### src/clock_prescaler_pkg.sv
// Constants and types shared by the system clock prescaler files
`default_nettype none
package clock_prescaler_pkg;

  localparam int unsigned ADDR_W  = 8;
  localparam int unsigned DATA_W  = 8;
  localparam int unsigned SEL_W   = 4;
  localparam int unsigned COUNT_W = 8;

  // Register map, one byte per address
  localparam logic [ADDR_W-1:0] DIVIDE_OFFSET = 8'h26;
  localparam logic [ADDR_W-1:0] STATUS_OFFSET = 8'h27;
  localparam logic [ADDR_W-1:0] TRIM_OFFSET   = 8'h31;

  // Clock divide register fields
  localparam int unsigned UNLOCK_BIT = 7;
  localparam int unsigned SEL_LSB    = 0;
  localparam logic [DATA_W-1:0] UNLOCK_PATTERN = 8'h80;

  // Status register fields
  localparam int unsigned STAT_BUSY_BIT   = 0;
  localparam int unsigned STAT_ACTIVE_LSB = 4;

  // Trim register fields
  localparam int unsigned TRIM_RANGE_BIT = 7;
  localparam int unsigned TRIM_FINE_W    = 7;

  // Select codes
  localparam logic [SEL_W-1:0] SEL_DIV1 = 4'h0;
  localparam logic [SEL_W-1:0] SEL_DIV8 = 4'h3;
  localparam logic [SEL_W-1:0] SEL_MAX  = 4'h8;

  // Unlock window length in master clock cycles
  localparam int unsigned UNLOCK_CYCLES = 4;
  localparam int unsigned UNLOCK_CNT_W  = 3;

  localparam logic [DATA_W-1:0] READ_IDLE = 8'h00;

  typedef enum logic [2:0] {
    SW_IDLE = 3'b001,
    SW_OLD  = 3'b010,
    SW_NEW  = 3'b100
  } switch_state_t;

endpackage
`default_nettype wire

### src/system_clock_prescaler.sv
// System clock prescaler with unlock-guarded select and oscillator trim
`timescale 1ns/1ps
`default_nettype none

module system_clock_prescaler (
  input  wire logic                                  CLK_I,
  input  wire logic                                  RST_I,
  input  wire logic [clock_prescaler_pkg::ADDR_W-1:0] ADDR_I,
  input  wire logic [clock_prescaler_pkg::DATA_W-1:0] WDATA_I,
  input  wire logic                                  WR_I,
  input  wire logic                                  RD_I,
  input  wire logic [clock_prescaler_pkg::DATA_W-1:0] FACTORY_TRIM_I,
  input  wire logic                                  DIV8_FUSE_I,
  input  wire logic                                  CLK_OUT_FUSE_I,
  output logic [clock_prescaler_pkg::DATA_W-1:0]      RDATA_O,
  output logic                                       SYS_CLK_O,
  output logic                                       SYS_TICK_O,
  output logic                                       CLK_OUT_O,
  output logic                                       CLK_OUT_OE_O,
  output logic                                       TRIM_RANGE_O,
  output logic [clock_prescaler_pkg::TRIM_FINE_W-1:0] TRIM_FINE_O,
  output logic [clock_prescaler_pkg::SEL_W-1:0]       DIV_SELECT_O
);

  // Register storage
  logic [clock_prescaler_pkg::DATA_W-1:0]  trim_q;
  logic [clock_prescaler_pkg::SEL_W-1:0]   select_q;
  logic [clock_prescaler_pkg::SEL_W-1:0]   pending_q;
  logic [clock_prescaler_pkg::SEL_W-1:0]   active_q;
  logic [clock_prescaler_pkg::COUNT_W-1:0] limit_q;
  logic [clock_prescaler_pkg::COUNT_W-1:0] limit_d;
  clock_prescaler_pkg::switch_state_t      state_q;
  clock_prescaler_pkg::switch_state_t      state_d;

  // Bus decode
  logic wr_divide;
  logic wr_trim;
  logic unlock_req;
  logic select_wr;
  logic select_ok;
  logic unlock_active;
  logic [clock_prescaler_pkg::DATA_W-1:0] rdata_d;
  logic [clock_prescaler_pkg::DATA_W-1:0] divide_view;
  logic [clock_prescaler_pkg::DATA_W-1:0] status_view;

  // Divider taps
  logic boundary;
  logic level;
  logic busy;

  // Output stage
  logic sys_clk_q;
  logic sys_tick_q;
  logic clk_out_q;
  logic clk_out_oe_q;
  logic rdata_valid;
  logic [clock_prescaler_pkg::DATA_W-1:0] rdata_q;

  // Map a select code to the terminal count of the divider
  function automatic logic [clock_prescaler_pkg::COUNT_W-1:0] sel_limit(
    input logic [clock_prescaler_pkg::SEL_W-1:0] sel
  );
    logic [clock_prescaler_pkg::SEL_W-1:0]   eff;
    logic [clock_prescaler_pkg::COUNT_W:0]   span;
    eff = sel;
    // Reserved codes fall back to the slowest defined factor
    if (sel > clock_prescaler_pkg::SEL_MAX) begin
      eff = clock_prescaler_pkg::SEL_MAX;
    end
    span = ({{clock_prescaler_pkg::COUNT_W{1'b0}}, 1'b1} << eff)
           - {{clock_prescaler_pkg::COUNT_W{1'b0}}, 1'b1};
    return span[clock_prescaler_pkg::COUNT_W-1:0];
  endfunction

  // Write decode
  assign wr_divide = WR_I && (ADDR_I == clock_prescaler_pkg::DIVIDE_OFFSET);
  assign wr_trim   = WR_I && (ADDR_I == clock_prescaler_pkg::TRIM_OFFSET);

  // Unlock only on the exact pattern with every other bit clear
  assign unlock_req = wr_divide
                      && (WDATA_I == clock_prescaler_pkg::UNLOCK_PATTERN);

  // Any divide write that is not the pattern while open closes the window
  assign select_wr = wr_divide && unlock_active
                     && (WDATA_I != clock_prescaler_pkg::UNLOCK_PATTERN);

  // Only a write with the unlock bit zero stores a new select
  assign select_ok = select_wr
                     && !WDATA_I[clock_prescaler_pkg::UNLOCK_BIT];

  unlock_window #(
    .CYCLES (clock_prescaler_pkg::UNLOCK_CYCLES),
    .CNT_W  (clock_prescaler_pkg::UNLOCK_CNT_W)
  ) u_unlock (
    .clk_i    (CLK_I),
    .rst_i    (RST_I),
    .arm_i    (unlock_req),
    .cancel_i (select_wr),
    .active_o (unlock_active)
  );

  // Division select register
  always_ff @(posedge CLK_I) begin
    if (RST_I) begin
      // Reset value follows the fuse level, caught by the clocked reset
      select_q <= DIV8_FUSE_I ? clock_prescaler_pkg::SEL_DIV8
                              : clock_prescaler_pkg::SEL_DIV1;
    end else if (select_ok) begin
      // No fuse check here: any code is taken once unlocked
      select_q <= WDATA_I[clock_prescaler_pkg::SEL_LSB +:
                          clock_prescaler_pkg::SEL_W];
    end
    // Locked writes fall through and leave the select alone
  end

  // Oscillator trim register
  always_ff @(posedge CLK_I) begin
    if (RST_I) begin
      trim_q <= FACTORY_TRIM_I;
    end else if (wr_trim) begin
      // Frequency limits during memory writes are up to software
      trim_q <= WDATA_I;
    end
  end

  // Switch sequencer: a new factor is only taken at a period boundary,
  // so the old period always completes and no short pulse can appear.
  always_comb begin
    state_d = state_q;
    limit_d = limit_q;
    unique case (state_q)
      clock_prescaler_pkg::SW_IDLE: begin
        if (select_ok) begin
          state_d = clock_prescaler_pkg::SW_OLD;
        end
      end
      clock_prescaler_pkg::SW_OLD: begin
        if (boundary) begin
          // Old period ends here; the next one runs at the new rate
          limit_d = sel_limit(pending_q);
          if (select_ok) begin
            // A code taken on this edge is not in pending_q yet, so
            // one more boundary must pass before it is applied
            state_d = clock_prescaler_pkg::SW_OLD;
          end else begin
            state_d = clock_prescaler_pkg::SW_NEW;
          end
        end
      end
      clock_prescaler_pkg::SW_NEW: begin
        if (select_ok) begin
          state_d = clock_prescaler_pkg::SW_OLD;
        end else if (boundary) begin
          // Second edge after the write: the new clock is settled
          state_d = clock_prescaler_pkg::SW_IDLE;
        end
      end
    endcase
  end

  always_ff @(posedge CLK_I) begin
    if (RST_I) begin
      state_q <= clock_prescaler_pkg::SW_IDLE;
    end else begin
      state_q <= state_d;
    end
  end

  always_ff @(posedge CLK_I) begin
    if (RST_I) begin
      limit_q <= sel_limit(DIV8_FUSE_I ? clock_prescaler_pkg::SEL_DIV8
                                       : clock_prescaler_pkg::SEL_DIV1);
    end else begin
      limit_q <= limit_d;
    end
  end

  // Latest requested code, held until the next boundary takes it
  always_ff @(posedge CLK_I) begin
    if (RST_I) begin
      pending_q <= clock_prescaler_pkg::SEL_DIV1;
    end else if (select_ok) begin
      pending_q <= WDATA_I[clock_prescaler_pkg::SEL_LSB +:
                           clock_prescaler_pkg::SEL_W];
    end
  end

  // Code that the divider is running on right now
  always_ff @(posedge CLK_I) begin
    if (RST_I) begin
      active_q <= DIV8_FUSE_I ? clock_prescaler_pkg::SEL_DIV8
                              : clock_prescaler_pkg::SEL_DIV1;
    end else if (state_q == clock_prescaler_pkg::SW_OLD && boundary) begin
      active_q <= pending_q;
    end
  end

  assign busy = (state_q != clock_prescaler_pkg::SW_IDLE);

  // Counter runs on every master edge; its count is never visible
  prescale_counter #(
    .W (clock_prescaler_pkg::COUNT_W)
  ) u_counter (
    .clk_i      (CLK_I),
    .rst_i      (RST_I),
    .limit_i    (limit_q),
    .boundary_o (boundary),
    .level_o    (level)
  );

  // Divided system clock level shared by all domains
  always_ff @(posedge CLK_I) begin
    if (RST_I) begin
      sys_clk_q <= 1'b0;
    end else begin
      // Level lags the count by one cycle, same as the strobe
      sys_clk_q <= level;
    end
  end

  // Active-edge strobe, one master cycle wide except at factor 1, where it stays high
  always_ff @(posedge CLK_I) begin
    if (RST_I) begin
      sys_tick_q <= 1'b0;
    end else begin
      sys_tick_q <= boundary;
    end
  end

  // Clock output pin enable: released in reset, then follows the fuse
  always_ff @(posedge CLK_I) begin
    if (RST_I) begin
      clk_out_oe_q <= 1'b0;
    end else begin
      clk_out_oe_q <= CLK_OUT_FUSE_I;
    end
  end

  // Clock output pin level: silent in reset and without the fuse
  always_ff @(posedge CLK_I) begin
    if (RST_I) begin
      clk_out_q <= 1'b0;
    end else begin
      clk_out_q <= CLK_OUT_FUSE_I && level;
    end
  end

  // Read views
  always_comb begin
    divide_view = '0;
    divide_view[clock_prescaler_pkg::UNLOCK_BIT] = unlock_active;
    divide_view[clock_prescaler_pkg::SEL_LSB +:
                clock_prescaler_pkg::SEL_W] = select_q;
  end

  always_comb begin
    status_view = '0;
    status_view[clock_prescaler_pkg::STAT_BUSY_BIT] = busy;
    status_view[clock_prescaler_pkg::STAT_ACTIVE_LSB +:
                clock_prescaler_pkg::SEL_W] = active_q;
  end

  // Read mux; unmapped addresses answer zero
  always_comb begin
    rdata_d = clock_prescaler_pkg::READ_IDLE;
    if (RD_I) begin
      unique case (ADDR_I)
        clock_prescaler_pkg::DIVIDE_OFFSET: rdata_d = divide_view;
        clock_prescaler_pkg::STATUS_OFFSET: rdata_d = status_view;
        clock_prescaler_pkg::TRIM_OFFSET:   rdata_d = trim_q;
        default:                            rdata_d = '0;
      endcase
    end
  end

  assign rdata_valid = RD_I;

  // Read data stands only in the cycle after the strobe
  always_ff @(posedge CLK_I) begin
    if (RST_I) begin
      rdata_q <= clock_prescaler_pkg::READ_IDLE;
    end else if (rdata_valid) begin
      rdata_q <= rdata_d;
    end else begin
      rdata_q <= clock_prescaler_pkg::READ_IDLE;
    end
  end

  // Trim fields to the oscillator; range overlap is analog behaviour
  always_ff @(posedge CLK_I) begin
    if (RST_I) begin
      TRIM_RANGE_O <= 1'b0;
    end else begin
      TRIM_RANGE_O <= trim_q[clock_prescaler_pkg::TRIM_RANGE_BIT];
    end
  end

  always_ff @(posedge CLK_I) begin
    if (RST_I) begin
      TRIM_FINE_O <= '0;
    end else begin
      TRIM_FINE_O <= trim_q[clock_prescaler_pkg::TRIM_FINE_W-1:0];
    end
  end

  always_ff @(posedge CLK_I) begin
    if (RST_I) begin
      DIV_SELECT_O <= clock_prescaler_pkg::SEL_DIV1;
    end else begin
      DIV_SELECT_O <= active_q;
    end
  end

  assign RDATA_O      = rdata_q;
  assign SYS_CLK_O    = sys_clk_q;
  assign SYS_TICK_O   = sys_tick_q;
  assign CLK_OUT_O    = clk_out_q;
  assign CLK_OUT_OE_O = clk_out_oe_q;

endmodule
`default_nettype wire

### src/prescale_counter.sv
// Free running divide counter with period boundary and clock level
`timescale 1ns/1ps
`default_nettype none
module prescale_counter #(
  parameter int unsigned W = 8
) (
  input  wire logic         clk_i,
  input  wire logic         rst_i,
  input  wire logic [W-1:0] limit_i,
  output logic              boundary_o,
  output logic              level_o
);

  logic [W-1:0] count_q;
  logic [W-1:0] count_d;
  logic [W:0]   half;

  // Count state stays internal; nothing reads it back
  assign count_d = boundary_o ? '0 : count_q + {{(W-1){1'b0}}, 1'b1};
  assign boundary_o = (count_q == limit_i);
  assign half = ({1'b0, limit_i} + {{W{1'b0}}, 1'b1}) >> 1;
  // High in the first half of each period, always high when undivided
  assign level_o = ({1'b0, count_q} < half) || (limit_i == '0);

  always_ff @(posedge clk_i) begin
    if (rst_i) begin
      count_q <= '0;
    end else begin
      count_q <= count_d;
    end
  end

endmodule
`default_nettype wire

### src/unlock_window.sv
// Timed change-unlock flag with a fixed, non-restartable window
`timescale 1ns/1ps
`default_nettype none
module unlock_window #(
  parameter int unsigned CYCLES = 4,
  parameter int unsigned CNT_W  = 3
) (
  input  wire logic clk_i,
  input  wire logic rst_i,
  input  wire logic arm_i,
  input  wire logic cancel_i,
  output logic      active_o
);

  logic [CNT_W-1:0] left_q;
  logic             active_q;

  assign active_o = active_q;

  always_ff @(posedge clk_i) begin
    if (rst_i) begin
      active_q <= 1'b0;
      left_q   <= '0;
    end else if (active_q) begin
      // Re-arming inside the window is ignored on purpose
      if (cancel_i || left_q == CNT_W'(1)) begin
        active_q <= 1'b0;
        left_q   <= '0;
      end else begin
        left_q <= left_q - CNT_W'(1);
      end
    end else if (arm_i) begin
      active_q <= 1'b1;
      left_q   <= CNT_W'(CYCLES);
    end
  end

endmodule
`default_nettype wire

### config.mk
export PLATFORM = sky130hd
export DESIGN_NAME = system_clock_prescaler
export DESIGN_NICKNAME = d
export VERILOG_FILES = /design/src/clock_prescaler_pkg.sv /design/src/system_clock_prescaler.sv /design/src/prescale_counter.sv /design/src/unlock_window.sv
export SDC_FILE = /design/constraint.sdc
export NUM_CORES = 1
export LEC_CHECK = 0
export ABC_CLOCK_PERIOD_IN_PS = 5200
export BUFFER_PORTS_ARGS = -buffer_cell sky130_fd_sc_hd__buf_2
export CAP_MARGIN = 20
export CELL_PAD_IN_SITES_DETAIL_PLACEMENT = 1
export CELL_PAD_IN_SITES_GLOBAL_PLACEMENT = 1
export CORE_ASPECT_RATIO = 0.6
export CORE_MARGIN = 5
export CORE_UTILIZATION = 46
export CTS_CLUSTER_SIZE = 10
export DETAILED_ROUTE_END_ITERATION = 8
export GPL_ROUTABILITY_DRIVEN = 0
export PLACE_DENSITY = 0.82
export SETUP_SLACK_MARGIN = 0.2
export SYNTH_ARGS = -nofsm -noshare
export SYNTH_HDL_FRONTEND = slang
export SYNTH_HIERARCHICAL = 1
export SYNTH_SLANG_ARGS = --single-unit
### constraint.sdc
create_clock -name CLK_I -period 5.2 [get_ports CLK_I]
set_clock_uncertainty 0.05 [all_clocks]
set_input_delay 1.04 -clock CLK_I [delete_from_list [all_inputs] [get_ports CLK_I]]
set_output_delay 1.04 -clock CLK_I [all_outputs]
set_load 0.005 [all_outputs]
==> out/results.ini <==
[cells_and_area]
final_layout_size_suffix_gt1_share_pct = 21.4
final_nets = 407
stdcell_count = 456
fillers = 752
area_growth_pct = 19.6
antenna_cells = 0

[timing]
rsz0062_at_grt = false
finalCriticalPeriod_ns = 2.89
finalCritPeriodShare_pct = 55.5
fin_setup_tns_ns = 0
slew_headroom_pct = 39.7
clock.fmax_ghz = 0.346
final-hold-violation-count = 0
setup_violations = 0
drv_slew = 0
worstMarginPinSlew_ns = 0.904

[synth]
synth-seq-cells = 67
yosysSeqAreaShare_pct = 50.6
avgSynthCellArea_um2 = 10.1
synth_area_mm2 = 0.00313
synth_top_area_cell = dfxtp_1
synthArstFlopShare_pct = 0
ys_top_cells_by_area = dfxtp_1, edfxtp_1, ha_1
synth_top_area_share_pct = 27.5
synth-edff-count = 24
synth_most_common_cell = dfxtp_1
yosys_warnings = 6
synth_flop_cell = dfxtp_1
yosys-top-cells-count = dfxtp_1, nand2_1, nor2_1
ys_types = 50
synthesis.nets = 353
syn_inst = 310

[setup_path]
crit_fanout = 53
r2r-end = limit_q[3]
crit_type = primary input to flip-flop
worstSetupEndpointType = flip-flop
r2r-start = limit_q[1]
cp.arrival_ns = 2.92
crit_path_start_kind = primary input
r2r_cells = 5
cp_data_required_time_ns = 5.23
rrSetupSlack_ns = 2.35

[clock_network]
cts_made_buffers = 9
cts_hold_buf = 0
insertion_delay_ns = 0.33
clock-sinks = 67
ctsResizeCount = 0
h-tree-depth = 3
clockBufferDepth = 2
tritoncts = yes
clkTransAtPathRegs_ns = 0.05
cts_root_buf = clkbuf_16
post-cts-setup-buffers = 0

[power_and_ir_drop]
power.density_mw_per_mm2 = 338
worst_ir_drop_vdd_mv = 0.190
leakagePower_nw = 1.55

[job]
drv_cap = 0

[placement]
hpwl_um = 6000
port_buffers = 53
dp.cells = 440

[global_route]
grt_pass1_wl_um = 12600
grt_max_degree = 54
grt_pass1_vias = 2496
overflow = 0
antenna_found_initial = 0
grtUsageTotal_pct = 19.8

[die]
rows = 23
die_w_um = 116
fp.dieArea_mm2 = 0.00860
initial_core_util_pct = 47.1
io_pins = 54
core-area_mm2 = 0.00665
die_h_um = 73.9

[min_path]
whs_path_depth = 2
hold_path_class = flip-flop to flip-flop
hp-start = u_unlock/left_q[0]
holdPathEnd = u_unlock/left_q[0]

[drt]
wl_um = 7830
drt_first_pass_iters = 5
drcViolationCount = 0
first_iter_violations = 96
vias = 2417
postRouteAntennaNets = 0
avgRoutedWirePerCell_um = 17.2
via_per_inst = 5.30

[run_status]
outcome = finished, final reports clean

state kept, by name, summed over array words and instances, names as in the netlist, 4 cells and up:
signal and flops:
DIV_SELECT_O 4, RDATA_O 8, TRIM_FINE_O 7, active_q 4
limit_q 8, pending_q 4, select_q 4, trim_q 8
u_counter/count_q 8
area by class of cell:
cell class,count,area [µm²],area share [%]
repair buffers,53,265,7.09
inverters,17,63.8,1.71
clock buffers,10,229,6.12
clock inverters,6,56.3,1.51
well taps,87,109,2.91
multi-input cells,216,1440,38.4
flip-flops and latches,67,1580,42.3
kinds of logic (layout without fill, tap and decap cells):
family / after synthesis / in the layout / synth area share [%]
simple gates: 131 / 131 / 22.0
mux: 9 / 9 / 3.08
buf+inv: 27 / 86 / 3.52
flops: 67 / 67 / 50.6
compound gates: 42 / 42 / 9.76
xor+xnor: 21 / 21 / 5.88
fa+ha+maj: 13 / 13 / 5.20
per-stage QoR:
step | setup slack [ns] | hold WS [ns] | utilization, % | power, mW | instance area [µm²]
after floorplan | 2.34 | 0.393 | - | 0.651 | 3130
after global placement | 2.09 | 0.411 | 52.0 | 0.688 | 3460
after detailed placement | 1.97 | 0.421 | 52.0 | 0.694 | 3460
after CTS | 2.29 | 0.430 | 56.3 | 1.28 | 3740
after global routing | 2.22 | 0.460 | 56.3 | 1.32 | 3740
final | 2.31 | 0.430 | 56.3 | 1.27 | 3740
cells in the final DEF (no fill, tap or decap), drive strengths merged, types with 2 or more instances in the layout:
master and count:
a21boi 2, a21o 2, a21oi 8, a22oi 8
and3 5, buf 53, clkbuf 10, clkinv 4
dfxtp 43, edfxtp 24, ha 13, inv 17
mux2 5, mux2i 4, nand2 33, nand2b 8
nand3 12, nand3b 5, nand4b 2, nor2 28
nor2b 18, nor3 4, nor3b 2, nor4 4
o21a 2, o21ai 8, o21bai 2, or2 2
or4b 2, xnor2 14, xor2 7
worst max-delay path by stage:
stage                          start           to  slack [ns]  depth (start not counted)
final                          RST_I   limit_q[6]        2.31                          6
after global routing      limit_q[3]   limit_q[3]        2.22                          5
after CTS                 limit_q[1]   limit_q[3]        2.29                          5
after detailed placement       RST_I   limit_q[6]        1.97                          6
after global placement         RST_I   limit_q[6]        2.09                          6
after floorplan            ADDR_I[3]  select_q[0]        2.34                          5
layer usage:
layer  wire, µm  track usage, %  up-vias  part of all wire (%)
li1           -               -     1194                     -
met1       3700            26.7     1150                    47
met2       3460            30.2       63                    44
met3        560            5.84       10                   7.1
met4        109            7.46        0                   1.4
met5          0               0        -                     0
where the power goes:
group | switching (mW) | internal [mW]
combinational | 0.0488 | 0.0427
clock | 0.216 | 0.366
sequential | 0.0204 | 0.571
worst max-delay path: stages:
cell and delay [ns]:
buf_2 0.68, mux2_2 0.43, ha_1 0.30, mux2i_1 0.20, o22ai_1 0.10, o311a_1 0.14
Power figures use the tool's default switching activity.
